<file path="src/common/ovuf_pkg.sv">
// Purpose: Shared constants and carrier types for the over voltage and under frequency protection block
// Assumes: Measurements arrive already processed as magnitudes and a frequency value, refreshed per tick
// Notes: Delays are counted in evaluation ticks, not in clock cycles
package ovuf_pkg;

  localparam int VOLT_W = 16;
  localparam int FREQ_W = 16;
  localparam int DLY_W = 16;
  localparam int LOGIC_IN_W = 8;
  localparam int UF_INHIBIT_BIT = 0;
  localparam logic [DLY_W-1:0] DLY_ONE = 16'h0001;
  localparam logic [DLY_W-1:0] CNT_RST = 16'h0000;

  // Processed measurements from the front end
  typedef struct packed {
    logic [VOLT_W-1:0] v_ab;
    logic [VOLT_W-1:0] v_bc;
    logic [VOLT_W-1:0] v_ca;
    logic [FREQ_W-1:0] freq;
  } ovuf_meas_s;

  // Settings, held stable by the owner of the settings
  typedef struct packed {
    logic [VOLT_W-1:0] ov_dly_thr;
    logic [DLY_W-1:0] ov_dly_delay;
    logic [VOLT_W-1:0] ov_hs_thr;
    logic [DLY_W-1:0] ov_hs_delay;
    logic ov_hs_instant;
    logic [FREQ_W-1:0] uf_stage1_threshold;
    logic [DLY_W-1:0] uf_stage1_timer;
    logic [FREQ_W-1:0] uf_stage2_threshold;
    logic [DLY_W-1:0] uf_stage2_timer;
    logic uf1_to_trip;
    logic uf1_to_shed;
    logic uf2_to_trip;
    logic uf2_to_shed;
  } ovuf_cfg_s;

  // One stage timer
  typedef struct packed {
    logic [DLY_W-1:0] cnt;
    logic picked;
    logic fired;
  } ovuf_timer_s;

  // Whole state of the block
  typedef struct packed {
    ovuf_timer_s ov_dly;
    ovuf_timer_s ov_hs;
    ovuf_timer_s uf1;
    ovuf_timer_s uf2;
    logic uf_trip;
    logic uf_shed;
    logic uf_alarm;
    logic uv_block;
  } ovuf_state_s;

  // Outputs toward the scheme logic
  typedef struct packed {
    logic ov_dly_trip;
    logic ov_hs_trip;
    logic uf1_out;
    logic uf2_out;
    logic uf_trip;
    logic uf_shed;
    logic uf_alarm;
    logic uv_block;
  } ovuf_out_s;

endpackage

</file>
<file path="src/design/ovuf_protection.sv">
// Purpose: Two-stage over voltage and two-stage under frequency decision logic with breaker inhibit
// Assumes: tick is a one-cycle pulse from the sample scheduler; inputs are synchronous to clk
// Notes: All outputs are registered; uf1_out and uf2_out are the timed stages, cleared by the inhibit like the routed outputs
`timescale 1ns/1ps
module ovuf_protection (
  input wire logic clk,
  input wire logic rst,
  input wire logic tick,
  input wire ovuf_pkg::ovuf_meas_s meas,
  input wire ovuf_pkg::ovuf_cfg_s cfg,
  input wire logic [ovuf_pkg::LOGIC_IN_W-1:0] logic_in,
  output ovuf_pkg::ovuf_out_s outs
);

  ovuf_pkg::ovuf_state_s state_reg;
  ovuf_pkg::ovuf_state_s state_next;
  logic ov_dly_pick;
  logic ov_hs_pick;
  logic uf1_pick;
  logic uf2_pick;
  logic inhibit;

  // One tick of a stage timer; a lost pickup drops it at once
  function automatic ovuf_pkg::ovuf_timer_s timer_step(
    input ovuf_pkg::ovuf_timer_s t,
    input logic pick,
    input logic [ovuf_pkg::DLY_W-1:0] dly
  );
    ovuf_pkg::ovuf_timer_s r;
    r = t;
    r.picked = pick;
    if (!pick) begin
      r.cnt = ovuf_pkg::CNT_RST;
      r.fired = 1'h0;
    end else if (t.cnt >= dly) begin
      r.fired = 1'h1;
    end else begin
      r.cnt = t.cnt + ovuf_pkg::DLY_ONE;
      r.fired = (r.cnt >= dly);
    end
    return r;
  endfunction

  // Pickup comparisons on the phase-phase magnitudes and voltage-derived frequency
  assign ov_dly_pick = (meas.v_ab > cfg.ov_dly_thr) && (meas.v_bc > cfg.ov_dly_thr) &&
                       (meas.v_ca > cfg.ov_dly_thr);
  assign ov_hs_pick = (meas.v_ab > cfg.ov_hs_thr) && (meas.v_bc > cfg.ov_hs_thr) &&
                      (meas.v_ca > cfg.ov_hs_thr);
  assign uf1_pick = meas.freq < cfg.uf_stage1_threshold;
  assign uf2_pick = meas.freq < cfg.uf_stage2_threshold;
  assign inhibit = logic_in[ovuf_pkg::UF_INHIBIT_BIT];

  // Next state; timers move only on a tick, inhibit acts every cycle
  always_comb begin
    state_next = state_reg;
    if (tick) begin
      state_next.ov_dly = timer_step(state_reg.ov_dly, ov_dly_pick, cfg.ov_dly_delay);
      if (cfg.ov_hs_instant) begin
        state_next.ov_hs.cnt = ovuf_pkg::CNT_RST;
        state_next.ov_hs.picked = ov_hs_pick;
        state_next.ov_hs.fired = ov_hs_pick;
      end else begin
        state_next.ov_hs = timer_step(state_reg.ov_hs, ov_hs_pick, cfg.ov_hs_delay);
      end
      // Separate timers, separate settings: no cross term between stages
      state_next.uf1 = timer_step(state_reg.uf1, uf1_pick, cfg.uf_stage1_timer);
      state_next.uf2 = timer_step(state_reg.uf2, uf2_pick, cfg.uf_stage2_timer);
    end
    // Clearing the timers too means no stale trip on breaker reclose
    if (inhibit) begin
      state_next.uf1 = '0;
      state_next.uf2 = '0;
    end
    state_next.uf_trip = !inhibit && ((state_next.uf1.fired && cfg.uf1_to_trip) ||
                                      (state_next.uf2.fired && cfg.uf2_to_trip));
    state_next.uf_shed = !inhibit && ((state_next.uf1.fired && cfg.uf1_to_shed) ||
                                      (state_next.uf2.fired && cfg.uf2_to_shed));
    state_next.uf_alarm = !inhibit && (state_next.uf1.picked || state_next.uf2.picked);
    state_next.uv_block = inhibit;
  end

  // State register, synchronous reset
  always_ff @(posedge clk) begin
    if (rst) begin
      state_reg <= '0;
    end else begin
      state_reg <= state_next;
    end
  end

  // Outputs straight from flip-flops; one driver for the whole struct
  assign outs = '{
    ov_dly_trip: state_reg.ov_dly.fired,
    ov_hs_trip: state_reg.ov_hs.fired,
    uf1_out: state_reg.uf1.fired,
    uf2_out: state_reg.uf2.fired,
    uf_trip: state_reg.uf_trip,
    uf_shed: state_reg.uf_shed,
    uf_alarm: state_reg.uf_alarm,
    uv_block: state_reg.uv_block
  };

  // Checks on the stage timing and gating
  a_dly_drop_pick: assert property (@(posedge clk) disable iff (rst)
    tick && !ov_dly_pick |=> !outs.ov_dly_trip && state_reg.ov_dly.cnt == ovuf_pkg::CNT_RST)
    else $error("delayed over voltage output kept after pickup loss");

  a_dly_all_three: assert property (@(posedge clk) disable iff (rst)
    $rose(outs.ov_dly_trip) |-> $past(tick && ov_dly_pick && state_next.ov_dly.cnt >= cfg.ov_dly_delay))
    else $error("delayed over voltage fired without all phases above threshold");

  a_hs_instant_op: assert property (@(posedge clk) disable iff (rst)
    tick && cfg.ov_hs_instant && ov_hs_pick |=> outs.ov_hs_trip)
    else $error("instant high-set did not operate on the tick");

  a_hs_timed_wait: assert property (@(posedge clk) disable iff (rst)
    $rose(outs.ov_hs_trip) && !$past(cfg.ov_hs_instant) |-> $past(state_next.ov_hs.cnt) >= $past(cfg.ov_hs_delay))
    else $error("timed high-set fired before its delay");

  a_uf_inhibit_gate: assert property (@(posedge clk) disable iff (rst)
    inhibit |=> !outs.uf_trip && !outs.uf_alarm && !outs.uf_shed && !outs.uf1_out && !outs.uf2_out)
    else $error("under frequency output while inhibited");

  a_uf1_below_thr: assert property (@(posedge clk) disable iff (rst)
    $rose(outs.uf1_out) |-> $past(tick && uf1_pick && !inhibit))
    else $error("stage 1 fired without frequency below its threshold");

  a_uf2_independent: assert property (@(posedge clk) disable iff (rst)
    tick && !inhibit && uf2_pick && !uf1_pick && state_reg.uf2.cnt < cfg.uf_stage2_timer
    |=> state_reg.uf2.cnt == $past(state_reg.uf2.cnt) + ovuf_pkg::DLY_ONE)
    else $error("stage 2 timing disturbed by stage 1");

  a_uf_route_trip: assert property (@(posedge clk) disable iff (rst)
    outs.uf_trip |-> (outs.uf1_out && $past(cfg.uf1_to_trip)) || (outs.uf2_out && $past(cfg.uf2_to_trip)))
    else $error("under frequency trip without a routed stage");

  a_hold_no_tick: assert property (@(posedge clk) disable iff (rst)
    !tick ##1 !tick |-> $stable(outs.ov_dly_trip) && $stable(state_reg.ov_dly.cnt))
    else $error("delayed over voltage timer moved between ticks");

  a_uv_block_follow: assert property (@(posedge clk) disable iff (rst)
    inhibit ##1 inhibit |-> outs.uv_block && !outs.uf_alarm)
    else $error("under voltage block not following the inhibit");

  // Delayed stage, seen per phase so a broken pickup term does not hide itself
  a_dly_low_phase: assert property (@(posedge clk) disable iff (rst)
    tick && (meas.v_ab <= cfg.ov_dly_thr || meas.v_bc <= cfg.ov_dly_thr || meas.v_ca <= cfg.ov_dly_thr)
    |=> !outs.ov_dly_trip && state_reg.ov_dly.cnt == ovuf_pkg::CNT_RST)
    else $error("delayed over voltage kept with one phase at or below threshold");

  a_dly_cnt_step: assert property (@(posedge clk) disable iff (rst)
    tick && ov_dly_pick && state_reg.ov_dly.cnt < cfg.ov_dly_delay
    |=> state_reg.ov_dly.cnt == $past(state_reg.ov_dly.cnt) + ovuf_pkg::DLY_ONE)
    else $error("delayed over voltage count did not step on a pickup tick");

  a_dly_cnt_sat: assert property (@(posedge clk) disable iff (rst)
    tick && ov_dly_pick && state_reg.ov_dly.cnt >= cfg.ov_dly_delay
    |=> outs.ov_dly_trip && $stable(state_reg.ov_dly.cnt))
    else $error("delayed over voltage count moved past its delay");

  a_dly_fire_end: assert property (@(posedge clk) disable iff (rst)
    tick && ov_dly_pick && (state_reg.ov_dly.cnt + ovuf_pkg::DLY_ONE >= cfg.ov_dly_delay)
    |=> outs.ov_dly_trip)
    else $error("delayed over voltage did not fire when its delay ran out");

  a_dly_no_early: assert property (@(posedge clk) disable iff (rst)
    tick && ov_dly_pick && state_reg.ov_dly.cnt < cfg.ov_dly_delay &&
    (state_reg.ov_dly.cnt + ovuf_pkg::DLY_ONE < cfg.ov_dly_delay) |=> !outs.ov_dly_trip)
    else $error("delayed over voltage fired before its delay");

  // High-set stage in both modes; a mode change between ticks must not leave a stale count
  a_hs_low_phase: assert property (@(posedge clk) disable iff (rst)
    tick && (meas.v_ab <= cfg.ov_hs_thr || meas.v_bc <= cfg.ov_hs_thr || meas.v_ca <= cfg.ov_hs_thr)
    |=> !outs.ov_hs_trip)
    else $error("high-set kept with one phase at or below threshold");

  a_hs_instant_cnt: assert property (@(posedge clk) disable iff (rst)
    tick && cfg.ov_hs_instant
    |=> state_reg.ov_hs.cnt == ovuf_pkg::CNT_RST)
    else $error("instant high-set left its count running");

  a_hs_instant_drop: assert property (@(posedge clk) disable iff (rst)
    tick && cfg.ov_hs_instant && !ov_hs_pick
    |=> !outs.ov_hs_trip)
    else $error("instant high-set held without pickup");

  a_hs_cnt_step: assert property (@(posedge clk) disable iff (rst)
    tick && !cfg.ov_hs_instant && ov_hs_pick && state_reg.ov_hs.cnt < cfg.ov_hs_delay
    |=> state_reg.ov_hs.cnt == $past(state_reg.ov_hs.cnt) + ovuf_pkg::DLY_ONE)
    else $error("timed high-set count did not step on a pickup tick");

  a_hs_no_early: assert property (@(posedge clk) disable iff (rst)
    tick && !cfg.ov_hs_instant && ov_hs_pick && state_reg.ov_hs.cnt < cfg.ov_hs_delay &&
    (state_reg.ov_hs.cnt + ovuf_pkg::DLY_ONE < cfg.ov_hs_delay) |=> !outs.ov_hs_trip)
    else $error("timed high-set fired before its own delay");

  a_hs_fire_end: assert property (@(posedge clk) disable iff (rst)
    tick && !cfg.ov_hs_instant && ov_hs_pick && (state_reg.ov_hs.cnt + ovuf_pkg::DLY_ONE >= cfg.ov_hs_delay)
    |=> outs.ov_hs_trip)
    else $error("timed high-set did not fire when its delay ran out");

  a_hs_timed_drop: assert property (@(posedge clk) disable iff (rst)
    tick && !cfg.ov_hs_instant && !ov_hs_pick
    |=> !outs.ov_hs_trip && state_reg.ov_hs.cnt == ovuf_pkg::CNT_RST)
    else $error("timed high-set kept its count after pickup loss");

  a_hs_hold_idle: assert property (@(posedge clk) disable iff (rst)
    !tick
    |=> state_reg.ov_hs == $past(state_reg.ov_hs))
    else $error("high-set stage moved between ticks");

  // Under frequency timing, each stage against its own threshold and delay
  a_uf1_freq_high: assert property (@(posedge clk) disable iff (rst)
    tick && meas.freq >= cfg.uf_stage1_threshold
    |=> !outs.uf1_out && state_reg.uf1.cnt == ovuf_pkg::CNT_RST)
    else $error("stage 1 kept timing at or above its threshold");

  a_uf2_freq_high: assert property (@(posedge clk) disable iff (rst)
    tick && meas.freq >= cfg.uf_stage2_threshold
    |=> !outs.uf2_out && state_reg.uf2.cnt == ovuf_pkg::CNT_RST)
    else $error("stage 2 kept timing at or above its threshold");

  a_uf2_below_thr: assert property (@(posedge clk) disable iff (rst)
    $rose(outs.uf2_out)
    |-> $past(tick && uf2_pick && !inhibit))
    else $error("stage 2 fired without frequency below its threshold");

  a_uf1_independent: assert property (@(posedge clk) disable iff (rst)
    tick && !inhibit && uf1_pick && !uf2_pick && state_reg.uf1.cnt < cfg.uf_stage1_timer
    |=> state_reg.uf1.cnt == $past(state_reg.uf1.cnt) + ovuf_pkg::DLY_ONE)
    else $error("stage 1 timing disturbed by stage 2");

  a_uf1_fire_end: assert property (@(posedge clk) disable iff (rst)
    tick && !inhibit && uf1_pick && (state_reg.uf1.cnt + ovuf_pkg::DLY_ONE >= cfg.uf_stage1_timer)
    |=> outs.uf1_out)
    else $error("stage 1 did not fire when its delay ran out");

  a_uf2_fire_end: assert property (@(posedge clk) disable iff (rst)
    tick && !inhibit && uf2_pick && (state_reg.uf2.cnt + ovuf_pkg::DLY_ONE >= cfg.uf_stage2_timer)
    |=> outs.uf2_out)
    else $error("stage 2 did not fire when its delay ran out");

  a_uf1_no_early: assert property (@(posedge clk) disable iff (rst)
    tick && uf1_pick && state_reg.uf1.cnt < cfg.uf_stage1_timer &&
    (state_reg.uf1.cnt + ovuf_pkg::DLY_ONE < cfg.uf_stage1_timer) |=> !outs.uf1_out)
    else $error("stage 1 fired before its delay");

  a_uf2_no_early: assert property (@(posedge clk) disable iff (rst)
    tick && uf2_pick && state_reg.uf2.cnt < cfg.uf_stage2_timer &&
    (state_reg.uf2.cnt + ovuf_pkg::DLY_ONE < cfg.uf_stage2_timer) |=> !outs.uf2_out)
    else $error("stage 2 fired before its delay");

  a_uf_hold_idle: assert property (@(posedge clk) disable iff (rst)
    !tick && !inhibit
    |=> state_reg.uf1 == $past(state_reg.uf1) && state_reg.uf2 == $past(state_reg.uf2))
    else $error("under frequency stages moved between ticks");

  // Routing and inhibit; the last two checks look at the inhibit bit directly, not through its wire
  a_uf_inhibit_clear: assert property (@(posedge clk) disable iff (rst)
    inhibit
    |=> state_reg.uf1.cnt == ovuf_pkg::CNT_RST && state_reg.uf2.cnt == ovuf_pkg::CNT_RST)
    else $error("under frequency timers kept counts while inhibited");

  a_uf_route_shed: assert property (@(posedge clk) disable iff (rst)
    outs.uf_shed
    |-> (outs.uf1_out && $past(cfg.uf1_to_shed)) || (outs.uf2_out && $past(cfg.uf2_to_shed)))
    else $error("load shedding without a routed stage");

  a_uf_trip_made: assert property (@(posedge clk) disable iff (rst)
    (outs.uf1_out && $past(cfg.uf1_to_trip)) || (outs.uf2_out && $past(cfg.uf2_to_trip))
    |-> outs.uf_trip)
    else $error("routed stage did not give an under frequency trip");

  a_uf_shed_made: assert property (@(posedge clk) disable iff (rst)
    (outs.uf1_out && $past(cfg.uf1_to_shed)) || (outs.uf2_out && $past(cfg.uf2_to_shed))
    |-> outs.uf_shed)
    else $error("routed stage did not give load shedding");

  a_uf_alarm_pick: assert property (@(posedge clk) disable iff (rst)
    tick && !inhibit && (uf1_pick || uf2_pick)
    |=> outs.uf_alarm)
    else $error("under frequency alarm missing on a pickup tick");

  a_uf_alarm_none: assert property (@(posedge clk) disable iff (rst)
    tick && !uf1_pick && !uf2_pick
    |=> !outs.uf_alarm)
    else $error("under frequency alarm without a pickup");

  a_inh_bit_set: assert property (@(posedge clk) disable iff (rst)
    logic_in[ovuf_pkg::UF_INHIBIT_BIT]
    |=> outs.uv_block && !outs.uf_trip)
    else $error("inhibit input bit not acting as the inhibit");

  a_inh_bit_clear: assert property (@(posedge clk) disable iff (rst)
    !logic_in[ovuf_pkg::UF_INHIBIT_BIT]
    |=> !outs.uv_block)
    else $error("under voltage block held without the inhibit bit");

  c_dly_trip: cover property (@(posedge clk) disable iff (rst) $rose(outs.ov_dly_trip));
  c_hs_instant: cover property (@(posedge clk) disable iff (rst) $rose(outs.ov_hs_trip) && cfg.ov_hs_instant);
  c_uf_shed: cover property (@(posedge clk) disable iff (rst) $rose(outs.uf_shed));
  c_uf_inhibited: cover property (@(posedge clk) disable iff (rst) uf1_pick && tick && inhibit);
  c_uf_trip: cover property (@(posedge clk) disable iff (rst) $rose(outs.uf_trip) && outs.uf1_out);

endmodule
</file>
<file path="config.mk">
export PLATFORM = sky130hd
export DESIGN_NAME = ovuf_protection
export DESIGN_NICKNAME = d
export VERILOG_FILES = /design/src/common/ovuf_pkg.sv /design/src/design/ovuf_protection.sv
export SDC_FILE = /design/constraint.sdc
export NUM_CORES = 1
export LEC_CHECK = 0
export BUFFER_PORTS_ARGS = -buffer_cell sky130_fd_sc_hd__buf_2
export CORE_MARGIN = 2
export CORE_UTILIZATION = 25
export DETAILED_ROUTE_END_ITERATION = 16
export GPL_TIMING_DRIVEN = 0
export PLACE_DENSITY = 0.44
export REMOVE_ABC_BUFFERS = 1
export SYNTH_ARGS = -nofsm -noshare
export SYNTH_HDL_FRONTEND = slang
export SYNTH_SLANG_ARGS = --single-unit
</file>
<file path="constraint.sdc">
create_clock -name clk -period 7.6 [get_ports clk]
set_input_delay 0 -clock clk [delete_from_list [all_inputs] [get_ports clk]]
set_output_delay 0 -clock clk [all_outputs]
set_load 0.05 [all_outputs]
</file>
Word-level counts from Yosys, hierarchy flattened
Cells that the tools add are included.

Flip-flop bits (word level): 74. Input bits: 208.

Add/subtract/negate cells: 4. $lt $le $gt $ge: 16. Eq/ne operators: 4. Mux-type cells: 19. Reductions and logical operators: 20.

Operators by type and width (count): 16-bit >= comparator (8); 16-bit two-way mux (8); 16-bit > comparator (6); 16-bit by 1-bit adder with 16-bit output (second input constant) (4); 20-bit two-way mux (2); 16-bit < comparator (2); 18-bit two-way mux (1); 1-bit logical AND (11); 1-bit two-way mux (8); 2-bit AND reduction (4); 2-bit != test (second input constant) (3); 1-bit logical OR (3); 3-bit != test (second input constant) (1); 2-bit OR reduction (1); 1-bit logical NOT (1).

Logic depth before layout (Yosys ltp)
Depth in word-level cells: 9. Depth in mapped cells: 15. Mapped depth without buffers: 15.

Worst setup path after synthesis
Ideal clock, no wire load.

Kind: flip-flop to flip-flop. From: reg state_reg[6] in the netlist's numbering. To: reg state_reg (netlist bit outs[2]). Library setup time: 0.117 ns. Arrival: 2.898 ns. Data required time: 7.483 ns. Slack: 4.584 ns. Cell stages (with the launch flop): 16. Cell sequence: dfxtp_1 -> ha_1 -> nand3_1 -> or2_2 -> clkbuf_1 -> nor2b_1 -> nand4_1 -> xnor2_1 -> ha_1 -> a21o_1 -> a21oi_1 -> nor2b_1 -> a2111oi_0 -> nand4_1 -> o211a_1 -> a32o_1.

Longest elaborated chain between the ends: 9. Elaborated cells between the ends (all ways): 10. Those cells by class: add/sub: 1; order compare: 2; mux: 4; reduce/logical: 3.

RTL lines: from (decl) (line ovuf_protection.sv:15) `ovuf_pkg::ovuf_state_s state_reg;`; from (signal assigned) (line ovuf_protection.sv:87) `state_reg <= state_next;`; 16-bit by 1-bit adder with 16-bit output (line ovuf_protection.sv:38) `r.cnt = t.cnt + ovuf_pkg::DLY_ONE;`; 16-bit >= comparator (line ovuf_protection.sv:39) `r.fired = (r.cnt >= dly);`; 1-bit two-way mux * (line ovuf_protection.sv:35) `end else if (t.cnt >= dly) begin`; 1-bit two-way mux * (line ovuf_protection.sv:32) `if (!pick) begin`; 20-bit two-way mux * (line ovuf_protection.sv:56) `if (tick) begin`; 20-bit two-way mux * (line ovuf_protection.sv:70) `if (inhibit) begin`; 1-bit logical AND * (line ovuf_protection.sv:77) `(state_next.uf2.fired && cfg.uf2_to_shed));`; 1-bit logical OR * (line ovuf_protection.sv:76) `state_next.uf_shed = !inhibit && ((state_next.uf1.fired && cfg.uf1_to_shed) ||`; 1-bit logical AND * (line ovuf_protection.sv:76).

Mark *: on every way between the ends. The rest lies on a longest branch, timed or not. A chain may end at the register's enable or synchronous reset.

Worst setup path after layout
From: reg state_reg[6] in the netlist's numbering. To: reg state_reg (netlist bit outs[3]).

Longest elaborated chain between the ends: 9. Elaborated cells between the ends (all ways): 10. Those cells by class: add/sub: 1; order compare: 2; mux: 4; reduce/logical: 3.

RTL lines: 16-bit by 1-bit adder with 16-bit output (line ovuf_protection.sv:38); 16-bit >= comparator (line ovuf_protection.sv:39); 1-bit two-way mux * (line ovuf_protection.sv:35); 1-bit two-way mux * (line ovuf_protection.sv:32); 20-bit two-way mux * (line ovuf_protection.sv:56); 20-bit two-way mux * (line ovuf_protection.sv:70); 1-bit logical AND * (line ovuf_protection.sv:75) `(state_next.uf2.fired && cfg.uf2_to_trip));`; 1-bit logical OR * (line ovuf_protection.sv:74) `state_next.uf_trip = !inhibit && ((state_next.uf1.fired && cfg.uf1_to_trip) ||`; 1-bit logical AND * (line ovuf_protection.sv:74).

Marked as above.

==> reports/qor.csv <==
metric;value;unit
vias per inst;4.83;
fin util;30.2;%
gp weighted congestion;0.820;
Sw Ratio;33.2;%
yosys warns;0;
Max Slew Vio Count;0;
Layout area overhead;19.4;%
Area contributors post-synth;ha_1 33%, dfxtp_1 15%, inv_1 5.7%;
global-route wire length before repair;50.1;mm
CTS tree;done;
post-synthesis sequential area ratio;15.2;%
VDD IR max;0.104;mV
# IOs;216;
largest area contributor in the netlist;ha_1;
Logic pwr share;27.7;%
Final min period;4120;ps
endpoints failing hold;0;
CP Max Fanout;7;
leakage power;5.95;nW
final HPWL from detailed placement;26.9;mm
clock skew;10.3;ps
total power;1.17;mW
Core Rows;72;
pwr/cell area;101;mW/mm2
share of the synthesized area in the top cell type;33.1;%
H-tree Lvls;3;
RSZ-0062 raised after global routing;no;
Worst setup SP type;flop;
Clock Power Share;38.8;%
total gr overflow;0;
most numerous cell in the Yosys netlist;ha_1;
arrival time at the worst endpoint;4360;ps
Total Routing Usage GR;15.5;%
Num CTS Buffers;9;
Relative slew margins;31.5;%
Post-synth top flop;dfxtp_1;
fill count;4179;
Worst Max-Slew Pin Slew;1020;ps
Hold Path Class;in -> reg;
Critical Path RT;7840;ps
Syn Std Cell Area;0.00977;mm2
Largest register FFs;66;
R2R cell count;14;
clk buf depth;2;
total die area;0.0407;mm2
Final WS setup;3480;ps
share of cells above drive strength 1;19.1;%
initial antenna violation count;6;
number of global-route vias before repair;9440;
antenna-violating nets left;0;
Routed WL per cell;16.2;um
final setup violation count;0;
status;finished, final reports clean;
first-iteration detailed-routing DRC count;319;
fin crit share;54.2;%
Std-Cell Core Area;0.0386;mm2
IO buf count;208;
Worst-path clk slew;70;ps
Worst R2R Setup Slack;3480;ps
pre-CTS WS;3900;ps
Setup Buffers After CTS;0;
Root Driver;clkbuf_16;
clk sinks;74;
NetSw;0.390;mW
post-synthesis instance total;1192;
sequential power share;33.5;%
setup TNS;0;ps
Crit. End Element;flop;
Die Wd;202;um
drt drc;0;
Initial Utilization;25.3;%
Hold Crit Depth;4;
syn avg cell area;8.19;um2
# nets final;1855;
Max-cap violations;0;
drt pass-1 iters;4;
Die Ht;202;um
clk_lat worst skew;350;ps
number of synthesized flops with an enable pin;0;
FF+latch count, synth;74;
WS Path Type;reg -> reg;
asr flop ratio synth;0;%
Synth top cells by count;258 x ha_1, 149 x inv_1, 90 x nand2_1;
Distinct cells, synth;75;
largest net degree at the start of global routing;18;
WL final;31.0;mm
Vias;9252;
Power Internal;0.782;mW
fmax;243;MHz
-- kinds of logic (layout without fill, tap and decap cells) --
logic type               after synthesis  in the layout  synth area share, %
other                                  0              5                    0
multiplexers                           1              1                0.115
buffers and inverters                177            379                 7.52
adder cells (fa/ha/maj)              258            258                 33.1
flip-flops                            74             74                 15.2
AO/OA/AOI/OAI                        301            301                 21.8
AND/OR/NAND/NOR                      335            335                 18.2
XOR/XNOR                              46             46                 4.13
-- final cells by class --
| class | count | area [um2] | share of cell area [%] |
|---|---|---|---|
| Timing Repair Buffer | 214 | 1100 | 9.44 |
| Clock inverter | 7 | 77.6 | 0.665 |
| Inverter | 149 | 559 | 4.80 |
| Antenna cell | 5 | 12.5 | 0.107 |
| Sequential cell | 74 | 1480 | 12.7 |
| Tap cell | 518 | 648 | 5.56 |
| Multi-Input combinational cell | 941 | 7560 | 64.8 |
| Clock buffer | 9 | 225 | 1.93 |
-- power by group through the flow --
stage          logic [mW]  registers (mW)  clock network, mW
6_report            0.325           0.392              0.455
5_1_grt             0.372           0.393              0.484
4_1_cts             0.328           0.393              0.472
3_5_place_dp        0.324           0.402                  0
3_3_place_gp        0.319           0.402                  0
2_1_floorplan       0.182           0.405                  0
-- cell usage in the layout, fill, tap and decap left out, drive strengths merged, types with 4 or more instances in the layout --
| cell type | synthesis | final |
|---|---|---|
| xor2 | 20 | 20 |
| a22o | 28 | 28 |
| clkbuf | 6 | 9 |
| dfxtp | 74 | 74 |
| diode | 0 | 5 |
| nand3 | 49 | 49 |
| or3 | 5 | 5 |
| a21boi | 5 | 5 |
| buf | 22 | 208 |
| o21ai | 50 | 50 |
| a32o | 10 | 10 |
| nand2b | 9 | 9 |
| or2 | 11 | 11 |
| and3 | 15 | 15 |
| o31ai | 10 | 10 |
| nor2 | 40 | 40 |
| o211ai | 16 | 16 |
| inv | 149 | 151 |
| o22ai | 18 | 18 |
| ha | 258 | 258 |
| dlygate4sd3 | 0 | 6 |
| a2111oi | 8 | 8 |
| a31oi | 6 | 6 |
| nor3 | 14 | 14 |
| a211oi | 11 | 11 |
| and2 | 5 | 5 |
| a21o | 24 | 24 |
| nor2b | 12 | 12 |
| nor4 | 6 | 6 |
| nand4 | 61 | 61 |
| o21a | 9 | 9 |
| or4 | 4 | 4 |
| a21oi | 81 | 81 |
| nor3b | 5 | 5 |
| nand2 | 91 | 91 |
| xnor2 | 26 | 26 |
-- worst max-delay path: stages (launching register included) --
cell           delay (ps)
dfxtp_1               470
ha_1                  250
nand3_1               140
or2_2                 380
nor2b_1               260
nand4_1               150
xnor2_1               270
ha_1                  280
nand4_1               130
nor2_1                 90
a2111oi_0             450
nand4_1               180
o211a_1               190
a32o_1                210
dlygate4sd3_1         550
-- path summary, 6_finish.rpt --
kind / end / from
worst max-delay path: outs[3]$_SDFF_PP0_ / state_reg[6]$_SDFFE_PP0P_
worst min-delay path: state_reg[44]$_SDFFE_PP0P_ / cfg[68]
worst max register to register: outs[3]$_SDFF_PP0_ / state_reg[6]$_SDFFE_PP0P_
worst min register to register: state_reg[23]$_SDFF_PP0_ / state_reg[23]$_SDFF_PP0_
-- stage by stage --
step / instances / area, um2 / hold slack (ps)
after floorplan: 1164 / 9590 / 71.6
after global placement: 1890 / 11300 / 214
after detailed placement: 1890 / 11300 / 223
after CTS: 1912 / 11600 / 157
after global routing: 1917 / 11700 / 183
final: 1917 / 11700 / 157
-- routing by layer --
| metal | vias up | track usage (%) | part of all wire, % |
|---|---|---|---|
| met3 | 34 | 2.35 | 3.5 |
| met4 | 0 | 4.20 | 1.9 |
| met1 | 4236 | 20.7 | 49 |
| li1 | 4812 | - | - |
| met2 | 170 | 25.8 | 46 |
| met5 | - | 0 | 0 |
-- repair_timing --
action                                 4_1_cts  5_1_grt
endpoints found under the hold margin        3        0
gates resized for setup                      0        0
hold buffers                                 6        0
Note: power is estimated with default switching activity, not from simulation.
